`src/common/imc_pkg.sv`:
```
// Constants, register map and carrier types of the input mapping and mode control block.
package imc_pkg;

  localparam int IMC_NCH = 8;
  localparam int IMC_AW = 8;
  localparam int IMC_DW = 32;
  localparam int IMC_NPG = 2;

  localparam logic [IMC_AW-1:0] IMC_OFF_OUT = 8'h00;
  localparam logic [IMC_AW-1:0] IMC_OFF_MAP_A = 8'h04;
  localparam logic [IMC_AW-1:0] IMC_OFF_MAP_B = 8'h08;
  localparam logic [IMC_AW-1:0] IMC_OFF_PG0_MAP = 8'h0c;
  localparam logic [IMC_AW-1:0] IMC_OFF_PG1_MAP = 8'h10;
  localparam logic [IMC_AW-1:0] IMC_OFF_LEVEL_MON = 8'h14;
  localparam logic [IMC_AW-1:0] IMC_OFF_MODE = 8'h18;

  localparam int IMC_CH_A_DEF = 2;
  localparam int IMC_CH_B_DEF = 3;
  localparam logic [IMC_NCH-1:0] IMC_OUT_RST = 8'h00;
  localparam logic [IMC_NCH-1:0] IMC_MAP_A_RST = 8'h04;
  localparam logic [IMC_NCH-1:0] IMC_MAP_B_RST = 8'h08;
  localparam logic [IMC_NCH-1:0] IMC_PG_MAP_RST = 8'h00;

  typedef logic [IMC_NCH-1:0] imc_ch_t;

  typedef enum logic [1:0] {
    IMC_NORMAL,
    IMC_SLEEP,
    IMC_LIMP
  } imc_mode_e;

  typedef struct packed {
    logic psel;
    logic penable;
    logic pwrite;
    logic [IMC_AW-1:0] paddr;
    logic [IMC_DW-1:0] pwdata;
  } imc_apb_req_s;

  typedef struct packed {
    logic pready;
    logic pslverr;
    logic [IMC_DW-1:0] prdata;
  } imc_apb_rsp_s;

endpackage

```
`src/imc_top.sv`:
```
// Direct input mapping, channel drive and sleep or fallback mode control with an APB register slave.
`timescale 1ns/100ps
// How it works
// - After reset input A drives only channel 2 and input B drives only channel 3.
// - Each input has its own map register whose written value selects every channel that input drives.
// - A channel is on when its output register bit, a mapped pulse generator or a mapped direct input says so.
// - The input level monitor register reads back the present level of both direct inputs.
// - The input level monitor keeps following the inputs while the device is in fallback mode.
// - With the sleep request pin low and any direct input high the device enters fallback mode and drives the default channel.
// - With the sleep request pin low and both direct inputs low the device enters sleep mode.
// - While the sleep request pin is low the output, input map and pulse generator map registers are held at their default values.
// - In sleep mode the undervoltage detection is switched off.
// - In sleep mode serial access is refused and the serial output stays undriven even with chip select low.
module imc_top (
  input wire logic core_clk,
  input wire logic rstn,
  input wire imc_pkg::imc_apb_req_s apb_req,
  output imc_pkg::imc_apb_rsp_s apb_rsp,
  input wire logic direct_input_a,
  input wire logic direct_input_b,
  input wire logic sleep_req_n,
  input wire logic [imc_pkg::IMC_NPG-1:0] pulse_gen,
  input wire logic chip_select_n,
  output imc_pkg::imc_ch_t channel_on,
  output imc_pkg::imc_mode_e mode,
  output logic [1:0] input_level_monitor,
  output logic uv_detect_en,
  output logic serial_enable,
  output logic serial_so_oe_n
);
  import imc_pkg::*;

  imc_mode_e next_mode;
  imc_ch_t out_reg;
  imc_ch_t input_a_channel_map;
  imc_ch_t input_b_channel_map;
  imc_ch_t pg_map [IMC_NPG];
  imc_ch_t next_on;
  logic bus_ok;
  logic access;
  logic wr_fire;
  logic rd_hit;
  logic [IMC_DW-1:0] rd_data;

  // The pin levels are decoded every cycle; the host keeps the sleep request level steady for the hold time.
  always_comb begin
    if (sleep_req_n) begin
      next_mode = IMC_NORMAL;
    end else if (direct_input_a || direct_input_b) begin
      next_mode = IMC_LIMP;
    end else begin
      next_mode = IMC_SLEEP;
    end
  end

  always_ff @(posedge core_clk or negedge rstn) begin
    if (!rstn) begin
      mode <= IMC_NORMAL;
    end else begin
      mode <= next_mode;
    end
  end

  // Writes are only taken in normal mode, so a write that races the pin falling cannot survive the forced reset.
  assign bus_ok = sleep_req_n && (mode == IMC_NORMAL);
  assign access = apb_req.psel && apb_req.penable && !apb_rsp.pready;
  assign wr_fire = apb_req.psel && apb_req.penable && apb_rsp.pready && apb_req.pwrite && bus_ok && !apb_rsp.pslverr;

  always_ff @(posedge core_clk or negedge rstn) begin
    if (!rstn) begin
      out_reg <= IMC_OUT_RST;
      input_a_channel_map <= IMC_MAP_A_RST;
      input_b_channel_map <= IMC_MAP_B_RST;
    end else if (!sleep_req_n) begin
      out_reg <= IMC_OUT_RST;
      input_a_channel_map <= IMC_MAP_A_RST;
      input_b_channel_map <= IMC_MAP_B_RST;
    end else if (wr_fire) begin
      case (apb_req.paddr)
        IMC_OFF_OUT: begin
          out_reg <= apb_req.pwdata[IMC_NCH-1:0];
        end
        IMC_OFF_MAP_A: begin
          input_a_channel_map <= apb_req.pwdata[IMC_NCH-1:0];
        end
        IMC_OFF_MAP_B: begin
          input_b_channel_map <= apb_req.pwdata[IMC_NCH-1:0];
        end
        default: begin
        end
      endcase
    end
  end

  always_ff @(posedge core_clk or negedge rstn) begin
    if (!rstn) begin
      pg_map[0] <= IMC_PG_MAP_RST;
      pg_map[1] <= IMC_PG_MAP_RST;
    end else if (!sleep_req_n) begin
      pg_map[0] <= IMC_PG_MAP_RST;
      pg_map[1] <= IMC_PG_MAP_RST;
    end else if (wr_fire && apb_req.paddr == IMC_OFF_PG0_MAP) begin
      pg_map[0] <= apb_req.pwdata[IMC_NCH-1:0];
    end else if (wr_fire && apb_req.paddr == IMC_OFF_PG1_MAP) begin
      pg_map[1] <= apb_req.pwdata[IMC_NCH-1:0];
    end
  end

  // In fallback mode the maps are at their defaults, so each high input lights its default channel.
  for (genvar ch = 0; ch < IMC_NCH; ch++) begin : g_drive
    assign next_on[ch] = out_reg[ch] | (pg_map[0][ch] & pulse_gen[0]) | (pg_map[1][ch] & pulse_gen[1])
                       | (input_a_channel_map[ch] & direct_input_a)
                       | (input_b_channel_map[ch] & direct_input_b);
  end

  always_ff @(posedge core_clk or negedge rstn) begin
    if (!rstn) begin
      channel_on <= IMC_OUT_RST;
    end else begin
      channel_on <= next_on;
    end
  end

  always_ff @(posedge core_clk or negedge rstn) begin
    if (!rstn) begin
      input_level_monitor <= 2'h0;
    end else begin
      input_level_monitor <= {direct_input_b, direct_input_a};
    end
  end

  always_ff @(posedge core_clk or negedge rstn) begin
    if (!rstn) begin
      uv_detect_en <= 1'b1;
      serial_enable <= 1'b1;
      serial_so_oe_n <= 1'b1;
    end else begin
      uv_detect_en <= (next_mode != IMC_SLEEP);
      serial_enable <= (next_mode != IMC_SLEEP);
      serial_so_oe_n <= !((next_mode != IMC_SLEEP) && !chip_select_n);
    end
  end

  always_comb begin
    rd_hit = 1'b1;
    rd_data = '0;
    case (apb_req.paddr)
      IMC_OFF_OUT: begin
        rd_data[IMC_NCH-1:0] = out_reg;
      end
      IMC_OFF_MAP_A: begin
        rd_data[IMC_NCH-1:0] = input_a_channel_map;
      end
      IMC_OFF_MAP_B: begin
        rd_data[IMC_NCH-1:0] = input_b_channel_map;
      end
      IMC_OFF_PG0_MAP: begin
        rd_data[IMC_NCH-1:0] = pg_map[0];
      end
      IMC_OFF_PG1_MAP: begin
        rd_data[IMC_NCH-1:0] = pg_map[1];
      end
      IMC_OFF_LEVEL_MON: begin
        rd_data[1:0] = input_level_monitor;
      end
      IMC_OFF_MODE: begin
        rd_data[1:0] = mode;
      end
      default: begin
        rd_hit = 1'b0;
      end
    endcase
  end

  // One wait state keeps the answer registered; refused accesses still complete so the master never hangs.
  always_ff @(posedge core_clk or negedge rstn) begin
    if (!rstn) begin
      apb_rsp <= '0;
    end else begin
      apb_rsp.pready <= access;
      apb_rsp.pslverr <= access && (!bus_ok || !rd_hit);
      apb_rsp.prdata <= (access && bus_ok && !apb_req.pwrite) ? rd_data : '0;
    end
  end
endmodule

```
`config.mk`:
```
export PLATFORM = sky130hd
export DESIGN_NAME = imc_top
export DESIGN_NICKNAME = d
export VERILOG_FILES = /design/src/common/imc_pkg.sv /design/src/imc_top.sv
export SDC_FILE = /design/constraint.sdc
export NUM_CORES = 1
export LEC_CHECK = 0
export ABC_AREA = 1
export BUFFER_PORTS_ARGS = -buffer_cell sky130_fd_sc_hd__clkbuf_2
export CORE_MARGIN = 1
export CORE_UTILIZATION = 35
export CTS_CLUSTER_SIZE = 10
export DETAILED_ROUTE_END_ITERATION = 10
export GPL_TIMING_DRIVEN = 0
export SLEW_MARGIN = 20
export SYNTH_ARGS = -nofsm -noshare
export SYNTH_HDL_FRONTEND = slang
export SYNTH_SLANG_ARGS = --single-unit
export TNS_END_PERCENT = 10
```
`constraint.sdc`:
```
create_clock -name core_clk -period 2.15 [get_ports core_clk]
set_input_delay 0 -clock core_clk [delete_from_list [all_inputs] [get_ports core_clk]]
set_output_delay 0 -clock core_clk [all_outputs]
set_load 0.005 [all_outputs]
```
==> metrics.md <==
| Metric | Value |
|---|---|
| Number of antenna violations at the first check in global routing | 0 |
| Critical path capture point type | flip-flop |
| Port Buffer Count | between 40 and 50 |
| Power density over the cells | a little under 600 nW/um2 |
| Detail Route met3 WL | roughly 570 um |
| Uppermost routed layer | met4 |
| FMAX | 572.1 MHz |
| Routed wire length on met2 | 3.865 mm |
| Cells after DPL | about 580 |
| Wire length per cell after detailed routing | approximately 14 um |
| Netlist Area Pre-Place | around 3300 um2 |
| Average cell area after synthesis | 8.831 um2 |
| Number of buffers created by CTS | 9 |
| Total number of nets in the final design | around 520 |
| Drt drc | 0 |
| Detailed-router iteration count before antenna repair | 6 |
| Overall die area | ~10000 um2 |
| Number of standard cells in the layout, taps in and fillers out | just over 600 |
| Sinks on the clock net | 64 |
| Wire length of the first global-routing pass | approximately 14 mm |
| Buffers inserted by post-CTS timing repair | 0 |
| Final Cycle Share | 0.8130 |
| P_leak | between 2 and 2.5 nW |
| Endpoint of the worst hold-timing path | out_reg[5] |
| Worst slew slack as a fraction of its limit | 0.5000 |
| Via density per instance | approximately 4.8 |
| Worst Path Arrival | 1.97 ns |
| Peak supply drop | between 150 and 200 uV |
| Clk Latency, worst-skew pair | between 0.3 and 0.4 ns |
| Total routing resource utilization after global routing | 0.1858 |
| Number of synthesized register bits | 64 |
| Critical Path Slowest Stage Cell | sky130_fd_sc_hd__nor3_4 |
| Fin. Hold Viols | 0 |
| Routed met1 length | roughly 4.1 mm |
| Half-perimeter wire length after detailed placement | ~6.4 mm |
| Vert. Die Dim | around 100 um |
| Run status | complete, no violations |
| Start of the worst register-to-register path | mode[1] |
| Reg2Reg Depth | 7 |
| Peak fanout along the critical path | 10 |
| Worst setup path class | reg -> reg |
| Tmin final | between 1.5 and 2 ns |
| Max Root-Sink Buffers | 2 |
| Number of H-tree levels | 3 |
| Number of nets with antenna violations after detailed routing | 0 |
| Root buffer cell | sky130_fd_sc_hd__clkbuf_8 |
| Max reg flops | 16 |
| Launching element type of the critical path | flip-flop |
| Routability congestion estimate from global placement | 0.8791 |
| Crit path required time | ~2.4 ns |
| Core footprint | 9240 um2 |
| Proportion of synthesized chip area in sequential cells | 0.4800 |
| Number of primary I/O pins | 100 |
| Reg clk slew, reported paths | ~0.07 ns |
| Number of synthesis warnings | 0 |
| Number of DRC markers after the initial detailed-route iteration | approximately 180 |
| Slew at the pin with the worst max-slew slack | 0.7472 ns |
| Largest net degree at the start of global routing | 47 |
| Worst-case register-to-register setup slack | roughly 0.40 ns |
| Setup repair after global routing missed its margin | no |
| Number of maximum-capacitance violations | 0 |
| Vias in the first global route | between 2000 and 3000 |
| Area added between synthesis and finish | 23.59% |
| Hold wc startpoint | apb_req[5] |
| Clk_skew | approximately 0.011 ns |
| Worst hold path cell count | 3 |
| Post-detailed-routing wire length | just under 9 mm |
| Final count of pins violating max slew | 0 |
| Via count | between 2000 and 3000 |
| Capture point of the worst reg-to-reg path | pg_map[7] |
| Number of distinct library cells after synthesis | 34 |
| Worst Hold Class | in -> reg |
| Worst hold margin | 0.02986 ns |
| TritonCTS clock tree | built |
| Remaining global-route overflow | 0 |
| Top reg by flops | pg_map |
| Largest regs | pg_map (16), apb_rsp (10) |
| X dimension of the die | around 100 um |
| Gate Count Post-Synth | between 300 and 400 |
| Row cnt | 35 |
| Number of setup violations in the final report | 0 |
| Effective utilization at floorplan | 0.3622 |
| Number of inserted diodes | 0 |
| Summed negative setup slack over all endpoints | 0 ns |
| Maximum single-stage delay on the critical path | a little under 0.5 ns |
| Share of post-route cells with drive strength above 1 | 0.3061 |
| Cell Chain, Critical Path | nor2_1 -> nand2_2 -> nor3_4 -> nand2_4 -> buf_6 -> nand3_2 -> o21ai_2 |
==> cell usage in the layout, fill, tap and decap left out, types with 2 or more instances in the layout <==
cell type | synthesis | layout
sky130_fd_sc_hd__nand3_2 | 5 | 5
sky130_fd_sc_hd__conb_1 | 1 | 24
sky130_fd_sc_hd__o21ai_0 | 15 | 15
sky130_fd_sc_hd__clkinv_2 | 1 | 3
sky130_fd_sc_hd__nand2_1 | 62 | 62
sky130_fd_sc_hd__buf_2 | 3 | 3
sky130_fd_sc_hd__nand2_4 | 5 | 5
sky130_fd_sc_hd__inv_1 | 42 | 42
sky130_fd_sc_hd__a21oi_1 | 2 | 2
sky130_fd_sc_hd__buf_6 | 3 | 3
sky130_fd_sc_hd__buf_4 | 27 | 27
sky130_fd_sc_hd__clkbuf_8 | 0 | 11
sky130_fd_sc_hd__o21ai_2 | 24 | 24
sky130_fd_sc_hd__nand2_2 | 2 | 2
sky130_fd_sc_hd__dfrtp_1 | 60 | 60
sky130_fd_sc_hd__clkbuf_1 | 3 | 5
sky130_fd_sc_hd__nor2_1 | 27 | 27
sky130_fd_sc_hd__dfstp_2 | 4 | 4
sky130_fd_sc_hd__o221ai_1 | 6 | 6
sky130_fd_sc_hd__o21ai_1 | 7 | 7
sky130_fd_sc_hd__nand3_1 | 56 | 56
sky130_fd_sc_hd__clkbuf_2 | 0 | 48
sky130_fd_sc_hd__nor2_2 | 2 | 2
sky130_fd_sc_hd__o211ai_1 | 3 | 3
sky130_fd_sc_hd__a221oi_1 | 8 | 8
sky130_fd_sc_hd__dlygate4sd3_1 | 0 | 9
==> worst max path at each step <==
stage | startpoint | endpoint | slack (ns) | depth (start not counted)
5_1_grt | mode[1] | input_b_channel_map[2] | 0.27 | 7
3_3_place_gp | mode[1] | pg_map[7] | 0.45 | 7
3_5_place_dp | mode[1] | pg_map[7] | 0.42 | 7
2_1_floorplan | mode[1] | out_reg[5] | 0.64 | 7
4_1_cts | mode[1] | pg_map[7] | 0.40 | 7
6_report | mode[1] | pg_map[7] | 0.40 | 7
==> layout make-up <==
cell class                 instances  area, um2
clock buffer                      13      158.9
fill                             921       5104
buffer                            37      266.5
inverter                          45      170.2
timing repair buffer              59      365.4
multi-input combinational        256       1390
sequential                        64       1607
tap                              129      161.4
clock inverter                     3      17.52
==> cells by family (layout without fill, tap and decap cells) <==
| kind of cell | count (synthesis) | count (layout) | share of synthesized area |
|---|---|---|---|
| compound gates | 66 | 66 | 0.1439 |
| buf+inv | 82 | 157 | 0.1305 |
| flops | 64 | 64 | 0.4800 |
| other cells | 1 | 24 | 0.001120 |
| simple gates | 166 | 166 | 0.2445 |
==> report_power, final <==
part | internal (mW) | switching (mW) | total, mW | leakage, nW
combinational | 0.0901 | 0.144 | 0.234 | 1.15
clock | 0.478 | 0.462 | 0.941 | 0.0894
sequential | 1.22 | 0.00810 | 1.23 | 0.870
total | 1.79 | 0.615 | 2.40 | 2.11
==> synthesized netlist by cell type <==
library cell               count  area share
sky130_fd_sc_hd__o221ai_1      6       0.016
sky130_fd_sc_hd__nor2_4        1      0.0034
sky130_fd_sc_hd__nand3_2       5       0.015
sky130_fd_sc_hd__nand2_4       5       0.017
sky130_fd_sc_hd__or2_2         1      0.0019
sky130_fd_sc_hd__nor2_1       27       0.030
sky130_fd_sc_hd__nand2_2       2      0.0037
sky130_fd_sc_hd__o21ai_1       7       0.010
sky130_fd_sc_hd__dfrtp_1      60        0.45
sky130_fd_sc_hd__clkinv_1      1      0.0011
sky130_fd_sc_hd__a21oi_1       2      0.0030
sky130_fd_sc_hd__nand3_4       1      0.0052
sky130_fd_sc_hd__buf_6         3       0.010
sky130_fd_sc_hd__buf_4        27       0.061
sky130_fd_sc_hd__nor3_1        1      0.0015
sky130_fd_sc_hd__clkbuf_1      3      0.0034
sky130_fd_sc_hd__nand4_1       1      0.0019
sky130_fd_sc_hd__o21ai_0      15       0.022
sky130_fd_sc_hd__o21ai_2      24       0.063
sky130_fd_sc_hd__dfstp_2       4       0.031
sky130_fd_sc_hd__nor3_2        1      0.0030
sky130_fd_sc_hd__nor2_2        2      0.0037
sky130_fd_sc_hd__nor3_4        1      0.0049
sky130_fd_sc_hd__nand3_1      56       0.084
sky130_fd_sc_hd__buf_2         3      0.0045
sky130_fd_sc_hd__inv_2         1      0.0011
sky130_fd_sc_hd__buf_1         1      0.0011
sky130_fd_sc_hd__conb_1        1      0.0011
sky130_fd_sc_hd__o211ai_1      3      0.0067
sky130_fd_sc_hd__clkinv_2      1      0.0015
sky130_fd_sc_hd__inv_1        42       0.047
sky130_fd_sc_hd__nand2_1      62       0.070
sky130_fd_sc_hd__a31oi_1       1      0.0019
sky130_fd_sc_hd__a221oi_1      8       0.021
==> per-stage QoR <==
stage | worst slack (ns) | area (um2) | power (mW) | util
4_1_cts | 0.3954 | 4136 | 2.424 | 0.4477
3_5_place_dp | 0.4164 | 3870 | 1.474 | 0.4188
6_report | 0.4020 | 4136 | 2.404 | 0.4477
2_1_floorplan | 0.6416 | 3433 | 1.372 | -
3_3_place_gp | 0.4470 | 3840 | 1.466 | 0.4156
5_1_grt | 0.2703 | 4136 | 2.510 | 0.4477
==> critical path: cells and delay by family, from the launching register on <==
| family | cells | cell delay [ns] |
|---|---|---|
| compound gates | 1 | 0.05 |
| buf+inv | 1 | 0.20 |
| flops | 1 | 0.40 |
| simple gates | 5 | 0.96 |
==> routing by layer <==
layer  up-vias  track usage
met5         -            0
met4         0      0.09050
met3        14      0.02646
met2       129       0.2817
met1      1345       0.2612
li1       1408            -
==> timing repair <==
action,CTS,global route
hold endpoints to repair,73,0
hold buffers,9,0
gates resized for setup,0,0
Power figures use the tool's default switching activity.
